==> src/hw/ces_pkg.sv <==
// Package for the cache enable sequencer: register map, field positions,
// reset values, timing counts and the carrier structs.
// Assumes a 100 MHz clock and a 32-bit Avalon-MM register port.
package ces_pkg;

    // ------------------------------------------------------------------
    // Register byte addresses
    // ------------------------------------------------------------------
    localparam logic [5:0] ADDR_MAIN_CONTROL  = 6'h00;
    localparam logic [5:0] ADDR_UPKEEP_STATE  = 6'h04;
    localparam logic [5:0] ADDR_WHOLE_UPKEEP  = 6'h08;
    localparam logic [5:0] ADDR_IRQ_PENDING   = 6'h0c;
    localparam logic [5:0] ADDR_IRQ_CLEAR     = 6'h10;
    localparam logic [5:0] ADDR_IRQ_MASK      = 6'h14;
    localparam logic [5:0] ADDR_CONFIG        = 6'h18;

    // ------------------------------------------------------------------
    // Field positions
    // ------------------------------------------------------------------
    localparam int CTRL_ENABLE_BIT     = 0;
    localparam int ST_CACHING_BIT      = 0;
    localparam int ST_UPKEEP_BIT       = 1;
    localparam int ST_TRANSITION_BIT   = 2;
    localparam int UPK_FLUSH_BIT       = 0;
    localparam int CFG_SKIP_BIT        = 0;
    localparam int IRQ_SWITCH_ON_BIT   = 0;
    localparam int IRQ_UPKEEP_BIT      = 1;
    localparam int IRQ_WIDTH           = 2;

    // ------------------------------------------------------------------
    // Reset values and constants
    // ------------------------------------------------------------------
    localparam logic [IRQ_WIDTH-1:0] IRQ_RESET   = 2'h0;
    localparam logic [31:0]          READ_ZERO   = 32'h0000_0000;
    localparam logic [31:0]          UNMAPPED_RD = 32'h0000_0000;

    // Whole-cache sweep time, and its cycle count at 100 MHz
    localparam int CLOCK_MHZ        = 100;
    localparam int SWEEP_TIME_NS    = 2560;
    localparam int SWEEP_CYCLES     = (SWEEP_TIME_NS * CLOCK_MHZ + 999) / 1000;
    localparam int SWEEP_CNT_W      = 9;

    // ------------------------------------------------------------------
    // Sequencer states, one-hot
    // ------------------------------------------------------------------
    typedef enum logic [3:0] {
        CES_IDLE       = 4'b0001,
        CES_EN_UPKEEP  = 4'b0010,
        CES_MAN_UPKEEP = 4'b0100,
        CES_APPLY      = 4'b1000
    } ces_state_e;

    // Decoded register write request
    typedef struct packed {
        logic        ctrl;
        logic        upkeep;
        logic        clear;
        logic        mask;
        logic        config_w;
        logic [31:0] data;
    } ces_wr_s;

    // Sweep engine request and answer
    typedef struct packed {
        logic start;
        logic done;
        logic busy;
    } ces_sweep_s;

endpackage

==> src/hw/ces_sequencer.sv <==
// Cache enable sequencer: enable command, automatic enable upkeep,
// manual invalidate-all, status and secure interrupt flags.
// Assumes one 100 MHz clock and an Avalon-MM master for the registers.
//
// What this block does (R13 and R14 are what software must do)
// Transition pending flag; active flag changes at end
// Skip clear: run upkeep before applying enable
// Skip set: enable applies immediately
// Disabled cache runs only invalidate-all upkeep
// Pending reads zero idle; write-one clears
// Mask bits enable switch-on and upkeep interrupts
// Writing enable one issues enable command
// Caching active flag set once enable applied
// Switch-on finished pending bit, write-one clears
// Flush trigger starts manual whole-cache invalidation
// Upkeep in progress high while upkeep runs
// Upkeep finished pending bit, write-one clears
// Software invalidates before enable without upkeep
// Software clears pending bits before using interrupts
// Non-secure enable writes are ignored
// Interrupt high when pending and mask overlap
//
// The placing of the registers and the Avalon-MM register port were decided locally.
`timescale 1ns/1ps
module ces_sequencer (
    // Clock and reset
    input  wire logic        clock,
    input  wire logic        rst_n,
    // Avalon-MM register slave
    input  wire logic [5:0]  address,
    input  wire logic        read,
    input  wire logic        write,
    input  wire logic [31:0] writedata,
    input  wire logic [3:0]  byteenable,
    input  wire logic        secure,
    output logic [31:0]      readdata,
    output logic             waitrequest,
    // Cache side
    output logic             caching_active,
    output logic             sweep_busy,
    // Interrupt
    output logic             secure_irq
);

    // ------------------------------------------------------------------
    // State
    // ------------------------------------------------------------------
    typedef struct packed {
        ces_pkg::ces_state_e                fsm;
        logic                               caching_active_flag;
        logic                               enable_req;
        logic                               skip_upkeep_on_switch_on;
        logic [ces_pkg::IRQ_WIDTH-1:0]      secure_irq_pending_reg;
        logic [ces_pkg::IRQ_WIDTH-1:0]      secure_irq_mask_reg;
        logic                               ack;
        logic [31:0]                        rdata;
    } ces_state_s;

    ces_state_s        r;
    ces_state_s        next_r;
    ces_pkg::ces_wr_s  wr;
    ces_pkg::ces_sweep_s sw;
    logic              sw_start;

    // Address decode used by both read and write paths
    function automatic logic hit(input logic [5:0] a, input logic [5:0] reg_addr);
        hit = (a == reg_addr);
    endfunction

    // ------------------------------------------------------------------
    // Write decode
    // ------------------------------------------------------------------
    // Only low byte lane carries fields; writes land on the acking edge
    always_comb begin
        logic go;
        go          = write && r.ack && byteenable[0];
        wr.ctrl     = go && hit(address, ces_pkg::ADDR_MAIN_CONTROL);
        wr.upkeep   = go && hit(address, ces_pkg::ADDR_WHOLE_UPKEEP);
        wr.clear    = go && hit(address, ces_pkg::ADDR_IRQ_CLEAR);
        wr.mask     = go && hit(address, ces_pkg::ADDR_IRQ_MASK);
        wr.config_w = go && hit(address, ces_pkg::ADDR_CONFIG);
        wr.data     = writedata;
    end

    // ------------------------------------------------------------------
    // Invalidation engine
    // ------------------------------------------------------------------
    // Start comes from the sequencer; busy and done from the engine
    assign sw.start = sw_start;

    ces_sweep u_sweep (
        .clock (clock),
        .rst_n (rst_n),
        .start (sw_start),
        .busy  (sw.busy),
        .done  (sw.done)
    );

    // ------------------------------------------------------------------
    // Sequencer and registers
    // ------------------------------------------------------------------
    always_comb begin
        logic [ces_pkg::IRQ_WIDTH-1:0] set_bits;
        logic [ces_pkg::IRQ_WIDTH-1:0] clr_bits;
        logic [31:0]                   rd;
        set_bits = '0;
        clr_bits = '0;
        rd       = ces_pkg::UNMAPPED_RD;
        next_r   = r;
        sw_start = 1'b0;

        // One wait cycle per access, then ack
        next_r.ack = (read || write) && !r.ack;

        // Enable command only from secure writers
        if (wr.ctrl && secure) begin
            next_r.enable_req = wr.data[ces_pkg::CTRL_ENABLE_BIT];
        end
        if (wr.config_w) begin
            next_r.skip_upkeep_on_switch_on = wr.data[ces_pkg::CFG_SKIP_BIT];
        end
        if (wr.mask) begin
            next_r.secure_irq_mask_reg = wr.data[ces_pkg::IRQ_WIDTH-1:0];
        end
        if (wr.clear) begin
            clr_bits = wr.data[ces_pkg::IRQ_WIDTH-1:0];
        end

        unique case (r.fsm)
            ces_pkg::CES_IDLE: begin
                if (r.enable_req && !r.caching_active_flag) begin
                    if (r.skip_upkeep_on_switch_on) begin
                        next_r.fsm = ces_pkg::CES_APPLY;
                    end else begin
                        sw_start   = 1'b1;
                        next_r.fsm = ces_pkg::CES_EN_UPKEEP;
                    end
                end else if (!r.enable_req && r.caching_active_flag) begin
                    // Disable path is immediate here; its cleaning is elsewhere
                    next_r.caching_active_flag = 1'b0;
                end else if (wr.upkeep && wr.data[ces_pkg::UPK_FLUSH_BIT]) begin
                    // Invalidate-all is the only upkeep offered here
                    sw_start   = 1'b1;
                    next_r.fsm = ces_pkg::CES_MAN_UPKEEP;
                end
            end
            ces_pkg::CES_EN_UPKEEP: begin
                if (sw.done) begin
                    set_bits[ces_pkg::IRQ_UPKEEP_BIT] = 1'b1;
                    next_r.fsm = ces_pkg::CES_APPLY;
                end
            end
            ces_pkg::CES_MAN_UPKEEP: begin
                if (sw.done) begin
                    set_bits[ces_pkg::IRQ_UPKEEP_BIT] = 1'b1;
                    next_r.fsm = ces_pkg::CES_IDLE;
                end
            end
            ces_pkg::CES_APPLY: begin
                // Flag changes only as the transition ends
                next_r.caching_active_flag = 1'b1;
                set_bits[ces_pkg::IRQ_SWITCH_ON_BIT] = 1'b1;
                next_r.fsm = ces_pkg::CES_IDLE;
            end
        endcase

        // Set wins over a clear in the same cycle
        next_r.secure_irq_pending_reg =
            (r.secure_irq_pending_reg & ~clr_bits) | set_bits;

        // Read mux, registered for the ack edge
        if (hit(address, ces_pkg::ADDR_MAIN_CONTROL)) begin
            rd = ces_pkg::READ_ZERO;
            rd[ces_pkg::CTRL_ENABLE_BIT] = r.enable_req;
        end else if (hit(address, ces_pkg::ADDR_UPKEEP_STATE)) begin
            rd = ces_pkg::READ_ZERO;
            rd[ces_pkg::ST_CACHING_BIT]    = r.caching_active_flag;
            rd[ces_pkg::ST_UPKEEP_BIT]     = sw.busy;
            rd[ces_pkg::ST_TRANSITION_BIT] = (r.fsm != ces_pkg::CES_IDLE
                && r.fsm != ces_pkg::CES_MAN_UPKEEP)
                || (r.enable_req != r.caching_active_flag);
        end else if (hit(address, ces_pkg::ADDR_IRQ_PENDING)) begin
            rd = ces_pkg::READ_ZERO;
            rd[ces_pkg::IRQ_WIDTH-1:0] = r.secure_irq_pending_reg;
        end else if (hit(address, ces_pkg::ADDR_IRQ_MASK)) begin
            rd = ces_pkg::READ_ZERO;
            rd[ces_pkg::IRQ_WIDTH-1:0] = r.secure_irq_mask_reg;
        end else if (hit(address, ces_pkg::ADDR_CONFIG)) begin
            rd = ces_pkg::READ_ZERO;
            rd[ces_pkg::CFG_SKIP_BIT] = r.skip_upkeep_on_switch_on;
        end
        next_r.rdata = (read && !r.ack) ? rd : r.rdata;
    end

    // ------------------------------------------------------------------
    // State register
    // ------------------------------------------------------------------
    always_ff @(posedge clock or negedge rst_n) begin
        if (!rst_n) begin
            r                        <= '0;
            r.fsm                    <= ces_pkg::CES_IDLE;
            r.secure_irq_pending_reg <= ces_pkg::IRQ_RESET;
            r.secure_irq_mask_reg    <= ces_pkg::IRQ_RESET;
        end else begin
            r <= next_r;
        end
    end

    // ------------------------------------------------------------------
    // Outputs
    // ------------------------------------------------------------------
    assign waitrequest    = (read || write) && !r.ack;
    assign readdata       = r.rdata;
    assign caching_active = r.caching_active_flag;
    assign sweep_busy     = sw.busy;
    assign secure_irq     = |(r.secure_irq_pending_reg & r.secure_irq_mask_reg);

endmodule // ces_sequencer

==> src/hw/ces_sweep.sv <==
// Whole-cache invalidation engine: walks every line for a fixed count.
// Assumes start is a one-cycle pulse given only while idle.
`timescale 1ns/1ps
module ces_sweep (
    // Clock and reset
    input  wire logic clock,
    input  wire logic rst_n,
    // Control
    input  wire logic start,
    output logic      busy,
    output logic      done
);

    typedef struct packed {
        logic                             busy;
        logic                             done;
        logic [ces_pkg::SWEEP_CNT_W-1:0]  count;
    } ces_sweep_state_s;

    localparam logic [ces_pkg::SWEEP_CNT_W-1:0] LAST =
        ces_pkg::SWEEP_CNT_W'(ces_pkg::SWEEP_CYCLES - 1);

    ces_sweep_state_s r;
    ces_sweep_state_s next_r;

    // ------------------------------------------------------------------
    // Counter
    // ------------------------------------------------------------------
    // Done is a one-cycle pulse in the cycle after the last line, as busy falls
    always_comb begin
        next_r      = r;
        next_r.done = 1'b0;
        if (r.busy) begin
            if (r.count == LAST) begin
                next_r.busy  = 1'b0;
                next_r.done  = 1'b1;
                next_r.count = '0;
            end else begin
                next_r.count = r.count + 1'b1;
            end
        end else if (start) begin
            next_r.busy = 1'b1;
        end
    end

    always_ff @(posedge clock or negedge rst_n) begin
        if (!rst_n) begin
            r <= '0;
        end else begin
            r <= next_r;
        end
    end

    assign busy = r.busy;
    assign done = r.done;

endmodule // ces_sweep

==> config.mk <==
export PLATFORM = sky130hd
export DESIGN_NAME = ces_sequencer
export DESIGN_NICKNAME = d
export VERILOG_FILES = /design/src/hw/ces_pkg.sv /design/src/hw/ces_sequencer.sv /design/src/hw/ces_sweep.sv
export SDC_FILE = /design/constraint.sdc
export NUM_CORES = 1
export LEC_CHECK = 0
export BUFFER_PORTS_ARGS = -buffer_cell sky130_fd_sc_hd__buf_2
export CORE_ASPECT_RATIO = 0.9
export CORE_MARGIN = 10
export CORE_UTILIZATION = 42
export CTS_CLUSTER_SIZE = 16
export DETAILED_ROUTE_END_ITERATION = 10
export PLACE_DENSITY = 0.74
export SLEW_MARGIN = 15
export SYNTH_ARGS = -nofsm -noshare
export SYNTH_HDL_FRONTEND = slang
export SYNTH_SLANG_ARGS = --single-unit
export TNS_END_PERCENT = 100
==> constraint.sdc <==
create_clock -name clock -period 1.4 [get_ports clock]
set_input_delay 0.28 -clock clock [delete_from_list [all_inputs] [get_ports clock]]
set_output_delay 0.28 -clock clock [all_outputs]
set_load 0.01 [all_outputs]
=== Word-level counts from Yosys, hierarchy flattened ===
Index checks and enable logic that the tools add are counted.

* Reduce and logical (&&, ||, !) cells: 25
* Multiplexer cells: 29
* Add/subtract/negate cells: 1
* Bitwise gates (word level): 4
* Eq/ne operators: 20

{| class="wikitable"
|+ Operator list
! operator !! count
|-
| 4-bit 2-to-1 mux || 6
|-
| 6-bit by 5-bit equality test with 1-bit output, second input constant || 3
|-
| 4-bit one-hot mux with 4 select lines || 1
|-
| 1-bit logical AND || 14
|-
| 1-bit 2-to-1 mux || 13
|-
| 6-bit by 4-bit equality test with 1-bit output, second input constant || 2
|-
| 10-bit 2-to-1 mux || 1
|-
| 9-bit by 1-bit adder with 9-bit output, second input constant || 1
|-
| 9-bit by 8-bit equality test with 1-bit output, second input constant || 1
|-
| 9-bit 2-to-1 mux || 1
|-
| 2-bit 2-to-1 mux || 4
|-
| 6-bit by 3-bit equality test with 1-bit output, second input constant || 1
|-
| 6-bit zero test || 1
|-
| 3-bit 2-to-1 mux || 2
|-
| 3-bit inequality test, second input constant || 2
|-
| 2-bit AND || 2
|-
| 4-bit by 1-bit equality test with 1-bit output, second input constant || 1
|-
| 4-bit by 2-bit equality test with 1-bit output, second input constant || 1
|-
| 4-bit by 3-bit equality test with 1-bit output, second input constant || 1
|-
| 4-bit equality test, second input constant || 1
|-
| 2-bit by 1-bit inequality test with 1-bit output, second input constant || 2
|-
| 2-bit inequality test, second input constant || 2
|-
| 4-bit by 1-bit inequality test with 1-bit output, second input constant || 1
|-
| 4-bit by 3-bit inequality test with 1-bit output, second input constant || 1
|-
| 10 further kinds || 14
|}

* Bits in registers: 55
* Word-level logic and storage cells: 90
* Input port bits: 47
* Output and inout bits: 36

=== Depth between registers and ports, before layout ===
Gate-level depths: netlist (run 1).

* Depth in word-level cells: 10
* Depth in mapped cells: 5
* Gate-level depth less buffers: 5

=== Cells and area by module ===
A second synthesis (run 1) with hierarchy kept.

* Cell total of the unflattened synthesis: 179
* Area, all modules: 1652.8 sq um

{| class="wikitable"
|+ By module, submodules not included
! module !! area an instance (sq um) !! times used !! cells each !! seq. area each (sq um)
|-
| ces_sequencer || 1152.4 || 1 || 132 || 376.6
|-
| ces_sweep || 500.5 || 1 || 47 || 275.3
|}

=== Worst setup path before layout (run 1) ===
No wires, ideal clock.

* Kind: reg2reg
* Start point: reg r[32] in the netlist's numbering
* End point: reg r[33] in the netlist's numbering
* Library setup time: 0.125 ns
* Required time: 1.275 ns
* Path slack: 0.049 ns
* Clock period less this slack: 1.351 ns
* Data arrival time: 1.226 ns
* Path buffers: 1
* Stages on the path, launching flop included: 5
* Path through: dfrtp_1 > and3_1 > clkbuf_1 > and4b_1 > mux2_2

* Longest elaborated chain between the ends: 3

{| class="wikitable"
|+ RTL lines
! element !! RTL line !! text
|-
| start, declared || ces_sequencer.sv:59 || <nowiki>ces_state_s r;</nowiki>
|-
| start signal, assigned || ces_sequencer.sv:205 || <nowiki>r <= next_r;</nowiki>
|-
| 1-bit logical AND (2 in series) || ces_sequencer.sv:76 || <nowiki>go = write && r.ack && byteenable[0];</nowiki>
|-
| 1-bit logical AND || ces_sequencer.sv:80 || <nowiki>wr.mask = go && hit(address, ces_pkg::ADDR_IRQ_MASK);</nowiki>
|}

No other way between the ends.
A chain may end at the register's enable or synchronous reset.

=== Worst setup path in the final report (run 1) ===
* Start point: reg r[41] in the netlist's numbering
* End point: reg r[42] in the netlist's numbering

* Longest elaborated chain between the ends: 3
* Elaborated cells on any way between the ends: 10
* Classes of those cells: 8 x eq/ne; 1 x mux; 1 x reduce/logical

{| class="wikitable"
|+ RTL lines
! element !! RTL line !! text
|-
| 4-bit by 1-bit equality test with 1-bit output (tied with other cells) || ces_sequencer.sv:129 || <nowiki>unique case (r.fsm)</nowiki>
|-
| 3-bit inequality test (no line) or 2-bit by 1-bit inequality test with 1-bit output (tied branches) || -- ||
|-
| 4-bit AND reduction (no line) || -- ||
|}

Several ways; a longest one is shown, not always the timed one.

==> impl_metrics.tcl, run 1 <==
set metrics [dict create \
    ys.flop_type "dfrtp_1" \
    wl_met2_um 1860 \
    drt_iter0_markers 108 \
    p_per_area_mw_per_mm2 911 \
    critPathMaxFanout 4 \
    cp-end-kind "flop" \
    yosysUniqueCellTypes 51 \
    hpwl_um 3030 \
    muxShareOfSynthArea_pct 3.28 \
    synth_edf_count 0 \
    clk_pin_slew_worst_paths_ns 0.09 \
    syn_area_mm2 0.00172 \
    dieHeight_um 80.7 \
    io_pins 83 \
    clockBufferDepth 2 \
    netlist_top_cells_count "32 x buf_4, 25 x dfrtp_1, 10 x nand2_1" \
    synth_compound_area_share_pct 11.6 \
    synth_top_area_cell "dfrtp_1" \
    grt_usage_pct 10.5 \
    grt.overflow.total 0 \
    leakagePower_nw 0.922 \
    root_buffer "clkbuf_8" \
    setup_slack_ns 0.0457 \
    drc 0 \
    synth_top_family_by_area "simple AND/OR/NAND/NOR gates" \
    crit_slowest_cell "or4_1" \
    preCtsSetupSlack_ns -0.0482 \
    yosys_warnings 0 \
    tns_ns 0 \
    cpPeakStageDelay_ns 0.52 \
    arrival_ns 1.56 \
    synth_xor_area_share_pct 3.06 \
    vias_per_cell 5.47 \
    crit_chain "buf_4 -> or4_1 -> a2bb2oi_2" \
    hold_ws_ns -0.00629 \
    diodes 0 \
    synth_seq_cells 26 \
    grt_setup_unrepaired "true" \
    antenna_left 0 \
    hold_viol 25 \
    synth_top_area_share_pct 36.4 \
    synthSimpleGateAreaFrac_pct 23.4 \
    skew_ns 0.00308 \
    grt_pass1_vias 1311 \
    gp_congestion 0.857 \
    ir_worst_vdd_mv 0.365 \
    post_dp_cell_area_mm2 0.00182 \
    vias 1373 \
    syn_area_per_cell_um2 9.94 \
    grt_max_degree 27 \
    fillers 355 \
    antenna_found_initial 0 \
    port_buffers 20 \
    hold_path_class "input pin to asynchronous set/reset pin" \
    worstMarginPinSlew_ns 0.574 \
    synthToLayoutAreaGrowth_pct 16.4 \
    outcome "finished, violations left" \
    die_x_um 87.4 \
    grt_pass1_wl_um 6040 \
    first_pass_iters 4 \
    synthCells 173 \
    met1Wirelength_um 1780 \
    drv_cap 0 \
    final_area_mm2 0.00200 \
    violations "negative hold slack" \
    start_kind "flop" \
    rows 21 \
    drive_gt1_share_pct 33.2 \
    max_slew_margin_pct 61.7 \
    dieArea_mm2 0.00706 \
    core_area_mm2 0.00384 \
    route.met3.wl_um 278 \
    yosysSeqAreaShare_pct 37.9 \
    numCtsBuffers 3 \
    synth_async_sr_flop_share_pct 100 \
    cts_sinks 26 \
    dr.max_layer_used "met4" \
    required_ns 1.61 \
    crit_type "flop to flop" \
    crit_start "r[41]" \
    initial_core_util_pct 44.8 \
    drv_slew 0 \
    synth_fa_ha_area_share_pct 2.18 \
    period_share_pct 96.7 \
    nets 256 \
    setup_violations 0 \
    cts_tree "yes" \
    h-tree-depth 1 \
    wirelength_um 3980 \
    total_power_mw 1.82 \
    worstReg2RegStart "r[41]" \
    cts_hold_buffers 0 \
    max_freq_mhz 738 \
    synth_area_leaders "dfrtp_1 36%, buf_4 14%, nand4_1 2.9%" \
    yosysMostFrequentCell "buf_4" \
    layout_min_cycle_time_ns 1.35 \
    worstSkewPairLatency_ns 0.27 \
    wl_per_cell_um 15.9 \
]
-- cell usage in the layout (no fill, tap or decap), types with 2 or more instances in the layout --
cell       n
nand4_1    8
nand4b_1   3
conb_1    29
inv_2      2
or3_1      3
nand3b_1   2
a21oi_1    3
buf_4     19
buf_2     20
nor3b_1    2
dfrtp_2    2
inv_1      6
nor4b_2    2
ha_4       2
nand2_1   10
nand2b_1   3
nor2_1     7
o21ai_0    4
and3_1     4
clkbuf_8   3
and3b_1    2
dfrtp_1   23
mux2_2     4
xnor2_1    4
nor4b_1    2
o32ai_1    5
-- flip-flops by register name, summed over array words and instances, names as in the netlist --
name / count
u_sweep.r: 9
u_sweep.done: 1
u_sweep.busy: 1
readdata: 3
caching_active: 1
r: 11
-- what timing repair did --
action,in CTS,in global routing
buffers inserted,0,2
endpoints found under the setup margin,1,11
gates resized for setup,2,15
pin swaps,1,4
cloned,0,0
-- through the flow --
step                std cells  utilization, %  hold WS [ns]
CTS                       249            49.7        0.0205
detailed placement        245            47.5         0.318
global route              251            52.2        0.0434
global placement          245            47.5         0.317
floorplan                 201               -       -0.0156
finish                    251            52.2      -0.00629
-- layer usage --
| metal | vias up | global-route usage (%) |
|---|---|---|
| met5 | - | 0 |
| met4 | 0 | 4.46 |
| met1 | 687 | 13.6 |
| met2 | 51 | 16.6 |
| met3 | 5 | 2.02 |
| li1 | 630 | - |
-- worst paths after layout --
| kind | slack (ns) | to | cells after the start |
|---|---|---|---|
| setup reg to reg | 0.05 | r[42] | 3 |
| hold reg to reg | 0.48 | readdata[2] | 2 |
| min in group clock | 0.26 | r[34] | 2 |
| setup / recovery | 0.05 | r[42] | 3 |
| max in group asynchronous | 1.00 | caching_active | 1 |
| hold / removal | -0.006 | u_sweep.r[4] | 1 |
-- cell type report --
type / count / area [um2] / area share [%]
Multi-Input combinational cell: 128 / 945 / 47.2
Tap cell: 46 / 57.6 / 2.88
Sequential cell: 26 / 654 / 32.7
Clock inverter: 1 / 30.0 / 1.50
Timing Repair Buffer: 39 / 243 / 12.1
Clock buffer: 3 / 41.3 / 2.06
Inverter: 8 / 30.0 / 1.50
-- worst max-delay path: cells and delay by family, from the launching register on --
kind | cells | cell delay, ns
and+or+nand+nor | 1 | 0.52
DFF | 1 | 0.44
buffers and inverters | 1 | 0.18
AOI/OAI and AO/OA | 1 | 0.15
-- report_power, final --
group	internal, mW	leakage, nW	switching, mW
registers	0.778	0.319	0.0310
logic	0.173	0.567	0.214
clock network	0.383	0.0357	0.243
total	1.33	0.922	0.488
-- cells by family (layout without fill, tap and decap cells) --
kind of cell,count (synthesis),count (layout)
AND/OR/NAND/NOR,59,59
XOR/XNOR,6,6
multiplexers,5,5
AO/OA/AOI/OAI,26,26
other,1,29
buffers and inverters,47,51
flip-flops,26,26
adder cells (fa/ha/maj),3,3
Note: power is estimated with default switching activity, not from simulation.
==> run 2, diff against run 1 <==
- CORE_UTILIZATION: 42 -> 46
- PLACE_DENSITY: 0.74 -> 0.77
- clock period: 1.4 -> 1.5 ns (I/O delays scaled with it)
==> impl_metrics.tcl, run 2 (synthesized netlist as in run 1, its figures left out) <==
set metrics [dict create \
    outcome "finished, violations left" \
    violations "negative hold slack" \
    p_sw_share_pct 26.7 \
    leakagePower_nw 0.876 \
    h-tree-depth 1 \
    arrival_ns 1.61 \
    setup_violations 0 \
    intPower_mw 1.20 \
    final_cell_mix "29 x conb_1, 25 x dfrtp_1, 20 x buf_2" \
    layout_min_cycle_time_ns 1.40 \
    post_cts_buffers 0 \
    wirelength_um 3660 \
    fillers 314 \
    grt_pass1_vias 1367 \
    antenna_found_initial 0 \
    skew_ns 0.00243 \
    antenna_left 0 \
    worstReg2RegStart "caching_active" \
    dieArea_mm2 0.00659 \
    cts_hold_buffers 0 \
    final_area_mm2 0.00189 \
    drc 0 \
    final_common_cell "conb_1" \
    start_kind "flop" \
    max_slew_margin_pct 62.8 \
    cp-end-kind "flop" \
    grt_pass1_wl_um 6170 \
    grt_max_degree 27 \
    first_pass_iters 4 \
    gp_congestion 0.844 \
    io_pins 83 \
    die_x_um 84.4 \
    grt_setup_unrepaired "false" \
    drive_gt1_share_pct 26.5 \
    initial_core_util_pct 49.4 \
    ir_worst_vdd_mv 0.470 \
    root_buffer "clkbuf_8" \
    cts_sinks 26 \
    r2r_cells 5 \
    regMostFlops "r" \
    crit_type "flop to flop" \
    period_share_pct 93.6 \
    numCtsBuffers 3 \
    drt_iter0_markers 105 \
    grt.overflow.total 0 \
    rows 20 \
    worstMarginPinSlew_ns 0.558 \
    clockBufferDepth 2 \
    hpwl_um 2850 \
    place_inst 240 \
    port_buffers 20 \
    post_dp_cell_area_mm2 0.00180 \
    critPathMaxFanout 4 \
    final_cells 244 \
    drv_slew 0 \
    core_area_mm2 0.00348 \
    largest_register_ffs 11 \
    wl_per_cell_um 15.0 \
    clk_pin_slew_worst_paths_ns 0.09 \
    hold_ws_ns -0.00185 \
    diodes 0 \
    worstSkewPairLatency_ns 0.28 \
    synthToLayoutAreaGrowth_pct 9.75 \
    tns_ns 0 \
    hold_viol 8 \
    vias_per_cell 5.41 \
    grt_usage_pct 11.0 \
    p_comb_share_pct 16.7 \
    drv_cap 0 \
    clock_power_share_pct 36.1 \
    max_freq_mhz 712 \
    dieHeight_um 78.0 \
    reg2reg_slack_ns 0.1 \
    vias 1321 \
    switchingPower_uw 437 \
    r2r_end "u_sweep.busy" \
    required_ns 1.70 \
    nets 251 \
    cts_tree "yes" \
    p_seq_share_pct 47.2 \
    p_per_area_mw_per_mm2 866 \
    hold_path_class "input pin to asynchronous set/reset pin" \
]
-- run 2: cell count changes in the layout (fill, tap and decap cells not counted), moves of 2 or more --
cell | previous run | this run
ha_4 | 2 | 0
inv_1 | 6 | 8
dfrtp_1 | 23 | 25
inv_2 | 2 | 0
ha_1 | 1 | 3
buf_4 | 19 | 14
dfrtp_2 | 2 | 0
-- run 2: worst max path at each step --
| stage | start | end | slack, ns |
|---|---|---|---|
| 2_1_floorplan | address[3] | r[33] | 0.14 |
| 3_3_place_gp | address[1] | r[33] | 0.008 |
| 3_5_place_dp | address[1] | r[33] | 0.04 |
| 4_1_cts | caching_active | u_sweep.busy | 0.03 |
| 5_1_grt | caching_active | u_sweep.busy | 0.002 |
| 6_report | caching_active | u_sweep.busy | 0.1 |
-- run 2: power by group through the flow --
stage	Sequential (mW)	Combinational, mW	Clock, mW
CTS	0.769	0.269	0.607
global route	0.776	0.305	0.626
detailed placement	0.784	0.269	0
global placement	0.781	0.261	0
finish	0.771	0.273	0.590
floorplan	0.749	0.279	0
-- run 2: routing by layer --
metal | global-route usage [%] | vias to the layer above | share of wire [%]
li1 | - | 616 | -
met1 | 14.2 | 652 | 47
met2 | 16.4 | 45 | 45
met3 | 2.61 | 8 | 5.6
met4 | 6.41 | 0 | 2.5
met5 | 0 | - | 0
-- run 2: cell type report --
type	instances	area, um2	area share, %
flip-flops and latches	26	652	34.5
clock inverters	1	30.0	1.59
clock buffers	3	41.3	2.19
inverters	8	30.0	1.59
well taps	44	55.1	2.92
repair buffers	34	205	10.9
multi-input cells	128	873	46.3
-- run 2: repair_timing --
action | in CTS | in global routing
hold endpoints to repair | 0 | 0
endpoints found under the setup margin | 0 | 5
gates resized for setup | 0 | 3
-- run 2: critical path, stage by stage, from the launching register on --
cell     delay, ns
dfrtp_1       0.39
inv_1         0.07
ha_1          0.25
nor4b_2       0.28
nand4_1       0.15
a31oi_1       0.19
-- run 2: through the flow --
step	util (%)	hold WS (ns)	setup WS (ns)	power [mW]
after floorplan	-	0.00441	0.140	1.03
after global placement	51.7	0.333	0.00750	1.04
after detailed placement	51.7	0.331	0.0400	1.05
after CTS	53.7	0.0197	0.0275	1.65
after global routing	54.2	0.0476	0.00204	1.71
final	54.2	-0.00185	0.0954	1.63
